===== config.mk =====
export PLATFORM = sky130hd
export DESIGN_NAME = sac_access_ctrl
export DESIGN_NICKNAME = d
export VERILOG_FILES = /design/src/sac_i2c_engine.v /design/src/sac_access_ctrl.v
export VERILOG_INCLUDE_DIRS = /design/src
export SDC_FILE = /design/constraint.sdc
export NUM_CORES = 1
export LEC_CHECK = 0
export BUFFER_PORTS_ARGS = -buffer_cell sky130_fd_sc_hd__buf_2
export CORE_ASPECT_RATIO = 1.5
export CORE_MARGIN = 5
export CORE_UTILIZATION = 40
export CTS_BUF_LIST = sky130_fd_sc_hd__clkbuf_4 sky130_fd_sc_hd__clkbuf_8
export DETAILED_ROUTE_END_ITERATION = 8
export PLACE_DENSITY_LB_ADDON = 0.25
export SYNTH_ARGS = -nofsm -noshare
export SYNTH_HDL_FRONTEND = slang
export SYNTH_SLANG_ARGS = --single-unit

===== constraint.sdc =====
create_clock -name core_clk -period 24 [get_ports core_clk]
set_input_delay 1.2 -clock core_clk [delete_from_list [all_inputs] [get_ports core_clk]]
set_output_delay 1.2 -clock core_clk [all_outputs]
set_load 0.005 [all_outputs]

===== src/sac_defines.vh =====
`ifndef SAC_DEFINES_VH
`define SAC_DEFINES_VH

// ----------------------------------------------------------------
// Register bus offsets
// ----------------------------------------------------------------
`define SAC_RB_CTL_OFF     20'h1d224
`define SAC_RB_STAT_OFF    20'h1d220

// ----------------------------------------------------------------
// Peripheral byte addresses seen by the external master
// ----------------------------------------------------------------
`define SAC_PA_WADDR       8'h00
`define SAC_PA_WDAT        8'h04
`define SAC_PA_WDAT_HI2    8'h05
`define SAC_PA_WDAT_HI4    8'h07
`define SAC_PA_RADDR       8'h10
`define SAC_PA_RDAT        8'h14
`define SAC_PA_RDAT_HI2    8'h15
`define SAC_PA_RDAT_HI4    8'h17
`define SAC_PA_STAT        8'h20
`define SAC_PA_CTL         8'h24
`define SAC_PA_CTL_END     8'h27

// ----------------------------------------------------------------
// Control field positions, little-endian bit numbers
// ----------------------------------------------------------------
`define SAC_CTL_READ_ACCESS_SIZE_HI   7
`define SAC_CTL_READ_ACCESS_SIZE_LO   6
`define SAC_CTL_WRITE_ACCESS_SIZE_HI   5
`define SAC_CTL_WRITE_ACCESS_SIZE_LO   4
`define SAC_CTL_READ_AUTO_INCREMENT       3
`define SAC_CTL_WRITE_AUTO_INCREMENT       2
`define SAC_STAT_OK        7

// ----------------------------------------------------------------
// Encodings and reset values
// ----------------------------------------------------------------
`define SAC_SIZE_1B        2'b00
`define SAC_SIZE_2B        2'b01
`define SAC_SIZE_4B        2'b10
`define SAC_SIZE_8B        2'b11
`define SAC_CTL_RESET      32'h000000a0
`define SAC_READ_ACCESS_SIZE_RESET    2'b10
`define SAC_WRITE_ACCESS_SIZE_RESET    2'b10
`define SAC_INC_STEP4      32'h00000004
`define SAC_INC_STEP2      32'h00000002

// Arbitrary default slave address
`define SAC_SLAVE_ADDR     7'h2a

`endif


===== src/sac_i2c_engine.v =====
`timescale 1ns/10ps
`include "sac_defines.vh"

module sac_i2c_engine (
	input  wire       core_clk,
	input  wire       rst_n,
	input  wire       scl_in,
	output wire       scl_oe_n,
	input  wire       sda_in,
	output wire       sda_oe_n,
	input  wire       stall,
	input  wire [7:0] rd_data,
	output reg        rd_req,
	output reg        rd_take,
	output reg        wr_byte,
	output reg        wr_first,
	output reg  [7:0] wr_data
);

	localparam [3:0] ST_IDLE  = 4'h0;
	localparam [3:0] ST_ADDR  = 4'h1;
	localparam [3:0] ST_ACKA  = 4'h2;
	localparam [3:0] ST_WBYTE = 4'h3;
	localparam [3:0] ST_ACKW  = 4'h4;
	localparam [3:0] ST_WHOLD = 4'h5;
	localparam [3:0] ST_RLOAD = 4'h6;
	localparam [3:0] ST_RBYTE = 4'h7;
	localparam [3:0] ST_RACK  = 4'h8;

	reg  [3:0] state;
	reg  [2:0] cnt;
	reg        got8;
	reg        rw;
	reg        first;
	reg        nack;
	reg        sda_low;
	reg  [7:0] shift;
	reg        scl_m;
	reg        scl_s;
	reg        scl_d;
	reg        sda_m;
	reg        sda_s;
	reg        sda_d;
	wire       scl_rise;
	wire       scl_fall;
	wire       start_c;
	wire       stop_c;

	// ----------------------------------------------------------------
	// Pin sampling
	// ----------------------------------------------------------------
	always @(posedge core_clk or negedge rst_n) begin
		if (!rst_n) begin
			scl_m <= 1'b1;
			scl_s <= 1'b1;
			scl_d <= 1'b1;
			sda_m <= 1'b1;
			sda_s <= 1'b1;
			sda_d <= 1'b1;
		end else begin
			scl_m <= scl_in;
			scl_s <= scl_m;
			scl_d <= scl_s;
			sda_m <= sda_in;
			sda_s <= sda_m;
			sda_d <= sda_s;
		end
	end

	assign scl_rise = scl_s & ~scl_d;
	assign scl_fall = ~scl_s & scl_d;
	assign start_c  = scl_s & scl_d & sda_d & ~sda_s;
	assign stop_c   = scl_s & scl_d & ~sda_d & sda_s;

	// Stretching only starts right after a falling edge, so the
	// master never sees its high phase cut short
	assign scl_oe_n = ~((state == ST_WHOLD) | (state == ST_RLOAD));
	assign sda_oe_n = ~sda_low;

	// ----------------------------------------------------------------
	// Byte engine
	// ----------------------------------------------------------------
	always @(posedge core_clk or negedge rst_n) begin
		if (!rst_n) begin
			state    <= ST_IDLE;
			cnt      <= 3'h0;
			got8     <= 1'b0;
			rw       <= 1'b0;
			first    <= 1'b0;
			nack     <= 1'b0;
			sda_low  <= 1'b0;
			shift    <= 8'h00;
			rd_req   <= 1'b0;
			rd_take  <= 1'b0;
			wr_byte  <= 1'b0;
			wr_first <= 1'b0;
			wr_data  <= 8'h00;
		end else begin
			rd_req  <= 1'b0;
			rd_take <= 1'b0;
			wr_byte <= 1'b0;
			if (start_c) begin
				state   <= ST_ADDR;
				cnt     <= 3'h0;
				got8    <= 1'b0;
				sda_low <= 1'b0;
			end else if (stop_c) begin
				state   <= ST_IDLE;
				sda_low <= 1'b0;
			end else begin
				case (state)
				ST_ADDR, ST_WBYTE: begin
					if (scl_rise) begin
						shift <= {shift[6:0], sda_s};
						cnt   <= cnt + 3'h1;
						if (cnt == 3'h7)
							got8 <= 1'b1;
					end else if (scl_fall && got8) begin
						got8 <= 1'b0;
						if (state == ST_ADDR) begin
							if (shift[7:1] == `SAC_SLAVE_ADDR) begin
								rw      <= shift[0];
								sda_low <= 1'b1;
								state   <= ST_ACKA;
							end else begin
								state <= ST_IDLE;
							end
						end else begin
							sda_low  <= 1'b1;
							wr_byte  <= 1'b1;
							wr_data  <= shift;
							wr_first <= first;
							first    <= 1'b0;
							state    <= ST_ACKW;
						end
					end
				end
				ST_ACKA: begin
					if (scl_fall) begin
						sda_low <= 1'b0;
						cnt     <= 3'h0;
						if (rw) begin
							rd_req <= 1'b1;
							state  <= ST_RLOAD;
						end else begin
							first <= 1'b1;
							state <= ST_WBYTE;
						end
					end
				end
				ST_ACKW: begin
					if (scl_fall) begin
						sda_low <= 1'b0;
						state   <= ST_WHOLD;
					end
				end
				ST_WHOLD: begin
					if (!stall) begin
						cnt   <= 3'h0;
						state <= ST_WBYTE;
					end
				end
				ST_RLOAD: begin
					if (!stall) begin
						shift   <= rd_data;
						sda_low <= ~rd_data[7];
						rd_take <= 1'b1;
						cnt     <= 3'h0;
						state   <= ST_RBYTE;
					end
				end
				ST_RBYTE: begin
					if (scl_fall) begin
						if (cnt == 3'h7) begin
							sda_low <= 1'b0;
							state   <= ST_RACK;
						end else begin
							sda_low <= ~shift[6];
							shift   <= {shift[6:0], 1'b0};
							cnt     <= cnt + 3'h1;
						end
					end
				end
				ST_RACK: begin
					if (scl_rise) begin
						nack <= sda_s;
					end else if (scl_fall) begin
						if (nack) begin
							state <= ST_IDLE;
						end else begin
							rd_req <= 1'b1;
							state  <= ST_RLOAD;
						end
					end
				end
				default: begin
					state <= ST_IDLE;
				end
				endcase
			end
		end
	end

endmodule


===== src/sac_access_ctrl.v =====
`timescale 1ns/10ps
`include "sac_defines.vh"

module sac_access_ctrl (
	input  wire        core_clk,
	input  wire        rst_b,
	input  wire        scl_in,
	output wire        scl_out,
	output wire        scl_oe_n,
	input  wire        sda_in,
	output wire        sda_out,
	output wire        sda_oe_n,
	input  wire        rb_rd,
	input  wire [19:0] rb_addr,
	output reg  [31:0] rb_rdata,
	output reg         ib_req,
	output reg         ib_we,
	output reg  [31:0] ib_addr,
	output reg  [31:0] ib_wdata,
	input  wire [31:0] ib_rdata,
	input  wire        ib_ack,
	input  wire        ib_err
);

	reg         rst_m;
	reg         rst_n;
	reg  [1:0]  read_access_size;
	reg  [1:0]  write_access_size;
	reg         read_auto_increment;
	reg         write_auto_increment;
	reg         access_success_flag;
	reg         busy;
	reg  [7:0]  ptr;
	reg  [31:0] waddr;
	reg  [31:0] wdata;
	reg  [31:0] raddr;
	reg  [31:0] rdata;
	reg  [31:0] pword;
	wire        rd_req;
	wire        rd_take;
	wire        wr_byte;
	wire        wr_first;
	wire [7:0]  wr_data;
	wire [7:0]  rd_byte;
	wire        stall;
	wire        r_ok;
	wire        w_ok;
	wire [7:0]  r_last;
	wire [7:0]  w_last;
	wire [31:0] r_step;
	wire [31:0] w_step;
	wire [31:0] ctl_word;
	wire [31:0] stat_word;
	wire [31:0] wdata_n;
	wire        launch_rd;
	wire        launch_wr;
	wire        ok_set;
	wire        ok_clr;
	wire        wr_data_byte;
	wire        rd_done;
	wire        wr_done;

	// ----------------------------------------------------------------
	// Reset release
	// ----------------------------------------------------------------
	// Only the second stage is read by the rest of the block
	always @(posedge core_clk or negedge rst_b) begin
		if (!rst_b) begin
			rst_m <= 1'b0;
			rst_n <= 1'b0;
		end else begin
			rst_m <= 1'b1;
			rst_n <= rst_m;
		end
	end

	assign scl_out = 1'b0;
	assign sda_out = 1'b0;

	// ----------------------------------------------------------------
	// Serial byte engine
	// ----------------------------------------------------------------
	sac_i2c_engine u_engine (
		.core_clk (core_clk),
		.rst_n    (rst_n),
		.scl_in   (scl_in),
		.scl_oe_n (scl_oe_n),
		.sda_in   (sda_in),
		.sda_oe_n (sda_oe_n),
		.stall    (stall),
		.rd_data  (rd_byte),
		.rd_req   (rd_req),
		.rd_take  (rd_take),
		.wr_byte  (wr_byte),
		.wr_first (wr_first),
		.wr_data  (wr_data)
	);

	// ----------------------------------------------------------------
	// Engine hold-off
	// ----------------------------------------------------------------
	// No timeout on the internal bus: a target that never answers
	// keeps the serial clock stretched until the next reset
	// Request pulses stall too, so the engine cannot slip past an
	// access in the cycle before busy is visible
	assign stall = busy | rd_req | wr_byte;

	// ----------------------------------------------------------------
	// Size decode
	// ----------------------------------------------------------------
	assign r_ok = (read_access_size == `SAC_SIZE_2B) | (read_access_size == `SAC_SIZE_4B);
	assign w_ok = (write_access_size == `SAC_SIZE_2B) | (write_access_size == `SAC_SIZE_4B);
	assign r_last = (read_access_size == `SAC_SIZE_4B) ? `SAC_PA_RDAT_HI4 :
			`SAC_PA_RDAT_HI2;
	assign w_last = (write_access_size == `SAC_SIZE_4B) ? `SAC_PA_WDAT_HI4 :
			`SAC_PA_WDAT_HI2;
	assign r_step = (read_access_size == `SAC_SIZE_4B) ? `SAC_INC_STEP4 :
			`SAC_INC_STEP2;
	assign w_step = (write_access_size == `SAC_SIZE_4B) ? `SAC_INC_STEP4 :
			`SAC_INC_STEP2;

	// ----------------------------------------------------------------
	// Control and status words
	// ----------------------------------------------------------------
	assign ctl_word  = {24'h000000, read_access_size, write_access_size, read_auto_increment, write_auto_increment, 2'b00};
	assign stat_word = {24'h000000, access_success_flag, 7'h00};

	// ----------------------------------------------------------------
	// Peripheral byte map
	// ----------------------------------------------------------------
	always @* begin
		case (ptr[7:2])
		`SAC_PA_WADDR >> 2: pword = waddr;
		`SAC_PA_WDAT >> 2:  pword = wdata;
		`SAC_PA_RADDR >> 2: pword = raddr;
		`SAC_PA_RDAT >> 2:  pword = rdata;
		`SAC_PA_STAT >> 2:  pword = stat_word;
		`SAC_PA_CTL >> 2:   pword = ctl_word;
		default:            pword = 32'h00000000;
		endcase
	end

	assign rd_byte = pword[{ptr[1:0], 3'b000} +: 8];

	// ----------------------------------------------------------------
	// Byte lane merge
	// ----------------------------------------------------------------
	function [31:0] put_byte;
		input [31:0] word;
		input [1:0]  lane;
		input [7:0]  data;
		reg   [31:0] w;
		begin
			w = word;
			w[{lane, 3'b000} +: 8] = data;
			put_byte = w;
		end
	endfunction

	// ----------------------------------------------------------------
	// Launch and completion decode
	// ----------------------------------------------------------------
	assign wr_data_byte = wr_byte & ~wr_first;
	assign rd_done = ib_req & ib_ack & ~ib_we;
	assign wr_done = ib_req & ib_ack & ib_we;
	assign wdata_n = put_byte(wdata, ptr[1:0], wr_data);

	assign launch_rd = rd_req & (ptr == `SAC_PA_RDAT) & r_ok & ~busy;
	assign launch_wr = wr_data_byte & (ptr == w_last) & w_ok & ~busy;
	assign ok_set = (rd_done | wr_done) & ~ib_err;
	assign ok_clr = (rd_take & (ptr == `SAC_PA_STAT)) | launch_rd | launch_wr;

	// ----------------------------------------------------------------
	// Pointer and window registers
	// ----------------------------------------------------------------
	always @(posedge core_clk or negedge rst_n) begin
		if (!rst_n) begin
			ptr   <= 8'h00;
			waddr <= 32'h00000000;
			wdata <= 32'h00000000;
			raddr <= 32'h00000000;
			read_access_size <= `SAC_READ_ACCESS_SIZE_RESET;
			write_access_size <= `SAC_WRITE_ACCESS_SIZE_RESET;
			read_auto_increment  <= 1'b0;
			write_auto_increment  <= 1'b0;
		end else begin
			if (wr_byte && wr_first) begin
				ptr <= wr_data;
			end else if (wr_byte) begin
				case (ptr[7:2])
				`SAC_PA_WADDR >> 2: waddr <= put_byte(waddr, ptr[1:0], wr_data);
				`SAC_PA_WDAT >> 2:  wdata <= wdata_n;
				`SAC_PA_RADDR >> 2: raddr <= put_byte(raddr, ptr[1:0], wr_data);
				`SAC_PA_CTL >> 2: begin
					if (ptr == `SAC_PA_CTL) begin
						read_access_size <= wr_data[`SAC_CTL_READ_ACCESS_SIZE_HI:`SAC_CTL_READ_ACCESS_SIZE_LO];
						write_access_size <= wr_data[`SAC_CTL_WRITE_ACCESS_SIZE_HI:`SAC_CTL_WRITE_ACCESS_SIZE_LO];
						read_auto_increment  <= wr_data[`SAC_CTL_READ_AUTO_INCREMENT];
						write_auto_increment  <= wr_data[`SAC_CTL_WRITE_AUTO_INCREMENT];
					end
				end
				default: begin
				end
				endcase
				if (w_ok && ptr == w_last)
					ptr <= `SAC_PA_WDAT;
				else
					ptr <= ptr + 8'h01;
			end else if (rd_take) begin
				// Wrap holds even with increment off, giving repeat reads
				if (r_ok && ptr == r_last)
					ptr <= `SAC_PA_RDAT;
				else
					ptr <= ptr + 8'h01;
			end
			// With its auto-increment bit set, any acknowledged access steps its address, failed or not
			if (rd_done && read_auto_increment)
				raddr <= raddr + r_step;
			if (wr_done && write_auto_increment)
				waddr <= waddr + w_step;
		end
	end

	// ----------------------------------------------------------------
	// Internal bus master
	// ----------------------------------------------------------------
	always @(posedge core_clk or negedge rst_n) begin
		if (!rst_n) begin
			ib_req   <= 1'b0;
			ib_we    <= 1'b0;
			ib_addr  <= 32'h00000000;
			ib_wdata <= 32'h00000000;
			rdata    <= 32'h00000000;
			busy     <= 1'b0;
		end else if (ib_req) begin
			if (ib_ack) begin
				ib_req <= 1'b0;
				busy   <= 1'b0;
				if (!ib_we)
					rdata <= ib_rdata;
			end
		end else if (launch_rd) begin
			ib_req  <= 1'b1;
			ib_we   <= 1'b0;
			ib_addr <= raddr;
			busy    <= 1'b1;
		end else if (launch_wr) begin
			ib_req   <= 1'b1;
			ib_we    <= 1'b1;
			ib_addr  <= waddr;
			ib_wdata <= wdata_n;
			busy     <= 1'b1;
		end
	end

	// ----------------------------------------------------------------
	// Success flag, set beats clear
	// ----------------------------------------------------------------
	// Each launch clears it, so it reports only the latest access
	always @(posedge core_clk or negedge rst_n) begin
		if (!rst_n)
			access_success_flag <= 1'b0;
		else if (ok_set)
			access_success_flag <= 1'b1;
		else if (ok_clr)
			access_success_flag <= 1'b0;
	end

	// ----------------------------------------------------------------
	// Register bus read port, never clears the flag
	// ----------------------------------------------------------------
	always @(posedge core_clk or negedge rst_n) begin
		if (!rst_n) begin
			rb_rdata <= 32'h00000000;
		end else if (rb_rd) begin
			if (rb_addr == `SAC_RB_CTL_OFF)
				rb_rdata <= ctl_word;
			else if (rb_addr == `SAC_RB_STAT_OFF)
				rb_rdata <= stat_word;
			else
				rb_rdata <= 32'h00000000;
		end
	end

endmodule


==> summary by stage <==
Worst setup path
The largest fanout on the critical path is 34. Data on the critical path is required at its endpoint by 24.48 ns. Measured in cells, the most critical reg-to-reg path has a length of 7. In this run the register-to-register setup slack is 20.40 ns.

STA classifies the critical path startpoint as a register. Data on the critical path arrives at its endpoint at 4.08 ns. The worst setup path is captured at a register. The worst setup path is of the register to register kind.

Timing
The total count of max-transition violations in the final report is 0. For the pin with the worst max-slew slack, the measured transition is 1.210 ns. In the finished design, the share of the clock period the worst path needs comes to 0.1502. The smallest hold slack is 0.2471 ns. Setup repair after global routing left no endpoint under its margin. The final number of hold-violating endpoints is 0. Setup violations remaining at the end of the flow were counted as 0. The timing-limited maximum frequency is 277.5 MHz. The worst pin sits at a relative slew slack of 0.1908. After layout, the worst setup slack is 20.40 ns.

The accumulated negative setup slack is 0 ns. The worst path in the final design needs a cycle of 3.604 ns, including I/O delays and setup. Clock skew on the completed layout was measured at 0.03070 ns.

Pwr
The clock network power share is 0.486. The internal cell power is 730.4 uW. The sequential share of power is 0.477. The share of total power dissipated in combinational logic is 0.037. The highest ir drop seen on vdd is 0.00003465 V. The leakage power is 7.269 nW. Summing internal, switching and leakage power gives 951.1 uW. For this design the ratio of total power to cell area is 59.70 mW/mm^2.

The switching portion of total power is 0.2320. In this run the power spent charging and discharging nets is 220.6 uW.

Die
The die is 239 um tall. The floorplan step set the die width to 162.7 um. During I/O placement, the number of pins put on the boundary was 161.

The die covers 0.03888 sq mm. The initial core utilization is 0.4020. The initialized floorplan defines 84 standard-cell rows. The core region is 0.03479 sq mm.

Synth
The post-synthesis sequential area ratio is 0.4588. Summing every instance area after synthesis gives 0.01398 sq mm. By count the netlist is led by 248 x sky130_fd_sc_hd__dfrtp_1, 162 x sky130_fd_sc_hd__nand2_1, 139 x sky130_fd_sc_hd__nor2_1.

Summed over all instances, the cell type with the most area after synthesis is sky130_fd_sc_hd__dfrtp_1. In the synthesized netlist the async set-or-reset flop fraction comes to 1.000. The post-synthesis area per instance is 9.311 sq um.

For this run, the leading register cell type out of synthesis is sky130_fd_sc_hd__dfrtp_1. By area the synthesized netlist is led by sky130_fd_sc_hd__dfrtp_1 44%, sky130_fd_sc_hd__nand2_1 4.3%, sky130_fd_sc_hd__mux2i_1 4.3%, sky130_fd_sc_hd__nor2_1 3.7%, sky130_fd_sc_hd__mux2_2 3.4%. In the synthesized netlist, the number of instances is 1502.

The most numerous cell in the Yosys netlist is sky130_fd_sc_hd__dfrtp_1. After synthesis the netlist holds a flip-flop and latch count of 256. Of the post-synthesis cell area, the dominant cell type holds 0.4438. Counting distinct cell types in the post-synthesis netlist gives 83. The synthesized design contains 0 enable-type register cells. The number of warnings reported in the yosys synthesis log is 0.

Clocking
TritonCTS built the clock tree. Buffers inserted to repair hold after CTS numbered 0. The worst-skew pair later-pin latency is 0.58 ns. The buffer cell driving the clock tree root is sky130_fd_sc_hd__clkbuf_8. The H-tree was split into 2 levels. The TritonCTS buffer count is 44. The clock passes through at most 3 buffers. The number of instances resized during post-cts repair is 0. The number of setup buffers added after CTS is 0.

The number of clock sinks seen by CTS is 256. After clock tree synthesis, the clock-pin slew on the worst setup and hold paths is 0.07 ns.

Min path
The path class of the tightest hold or removal check is register to asynchronous set/reset pin.

Job
The max-cap check violation count is 0.

Layout
The end-of-flow core utilization is 0.4579. The layout overhead on the synthesized area is 13.91%. For this run, the post-layout net count is 1667. The layout cell share with drive strength beyond 1 is 0.1972.

Place
At the placement stage, the worst setup path has a slack of 20.44 ns. At the end of routability-driven placement, the weighted congestion stood at 0.9099. The total half-perimeter wirelength after legalization and detailed placement is 33730 um. In this run the tool buffered the top-level ports with 132 buffer cells.

Global route
The largest net degree at the start of global routing is 167. The number of antenna violations at the first check in global routing was 1. The total global routing overflow is 0. The wire length of the first global-routing pass is 73210 um.

Across every metal layer, demand over resource in global routing totals 0.2422. The via count of the first global-routing pass is 12270.

Drt
In the routed design, unresolved DRC markers number 0. The via total after detailed routing is 12370. Before antenna repair, the detailed router went through 6 iterations. The total wirelength of the detailed-routed design is 47850 um. Once detail routing completed, the nets flagged for antenna violations numbered 0.

The initial DRC count is 1163. Dividing the detail-routed wire length by the instance count gives 22.76 um. After detailed routing, the number of vias per cell comes to 5.887.

Outcome
The flow ran to the end, and the final reports show no timing, DRC or antenna violations.
-- logic make-up after synthesis --
family,count (synthesis),synth area share
and+or+nand+nor,554,0.1958
AOI/OAI and AO/OA,380,0.1827
DFF,256,0.4588
buffers and inverters,177,0.05923
muxes,104,0.07999
xor gates and xnor gates,15,0.009395
adders and majority gates,14,0.01360
other,2,0.0005370
-- per-stage QoR --
step           cells  cell area (sq um)
5_1_grt         2101              15930
6_report        2102              15930
3_3_place_gp    2021              14900
2_1_floorplan   1529              14090
4_1_cts         2101              15930
3_5_place_dp    2021              14900
-- state kept, by name, summed over array words and instances, names as in the netlist, 4 cells and up --
signal            flops
rb_rdata              6
u_engine.wr_data      8
raddr                32
wdata                32
u_engine.state        4
ib_addr              32
ptr                   8
rdata                32
ib_wdata             32
waddr                32
u_engine.shift        8
-- cell usage in the layout (no fill, tap or decap), drive strengths merged, types with 29 or more instances in the layout --
cell type	synthesis	layout
a21oi	97	97
a31oi	34	34
buf	55	155
clkbuf	81	67
conb	2	29
dfrtp	248	248
inv	41	41
mux2	42	42
mux2i	60	60
nand2	162	162
nand2b	37	37
nand3	52	52
nor2	140	140
o21ai	85	85
-- critical path, stage by stage, from the launching register on --
cell	delay, ns
sky130_fd_sc_hd__dfrtp_1	0.47
sky130_fd_sc_hd__or4_1	0.73
sky130_fd_sc_hd__nor3_4	0.48
sky130_fd_sc_hd__nand4b_1	0.38
sky130_fd_sc_hd__nor2_4	0.70
sky130_fd_sc_hd__buf_4	0.49
sky130_fd_sc_hd__nor2_1	0.08
sky130_fd_sc_hd__a31oi_1	0.17
-- power groups by stage --
stage	Clock [mW]	Sequential, mW	Combinational, mW
2_1_floorplan	0	0.462	0.0224
3_3_place_gp	0	0.460	0.0348
3_5_place_dp	0	0.461	0.0357
4_1_cts	0.474	0.453	0.0359
5_1_grt	0.495	0.454	0.0412
6_report	0.463	0.453	0.0352
-- metal layers --
layer  GRT usage  up-vias  wire, um  share of wire
met3     0.04054      176      3355          0.070
met5           0        -         0              0
met1      0.2914     6028     18170           0.38
met4      0.1241        0      2748          0.057
li1            -     5609         -              -
met2      0.4168      561     23580           0.49
-- path summary, 6_finish.rpt --
path / start / endpoint
worst max-delay path: ptr[4] / ib_wdata[28]
worst min-delay path: rst_n / ib_wdata[7]
worst max register to register: ptr[4] / ib_wdata[28]
worst min register to register: rst_n / ib_wdata[7]
max in group asynchronous: rst_n / rdata[26]
min in group core_clk: rst_m / rst_n
-- layout make-up --
cell class | instances | area (sq um)
inverters | 41 | 153.9
well taps | 473 | 591.8
clock inverters | 13 | 165.2
repair buffers | 155 | 845.8
diodes | 1 | 2.502
flip-flops and latches | 256 | 6420
clock buffers | 67 | 865.8
multi-input cells | 1096 | 6885
fillers | 3392 | 18860
No activity file was read; power rests on OpenSTA's default activity.
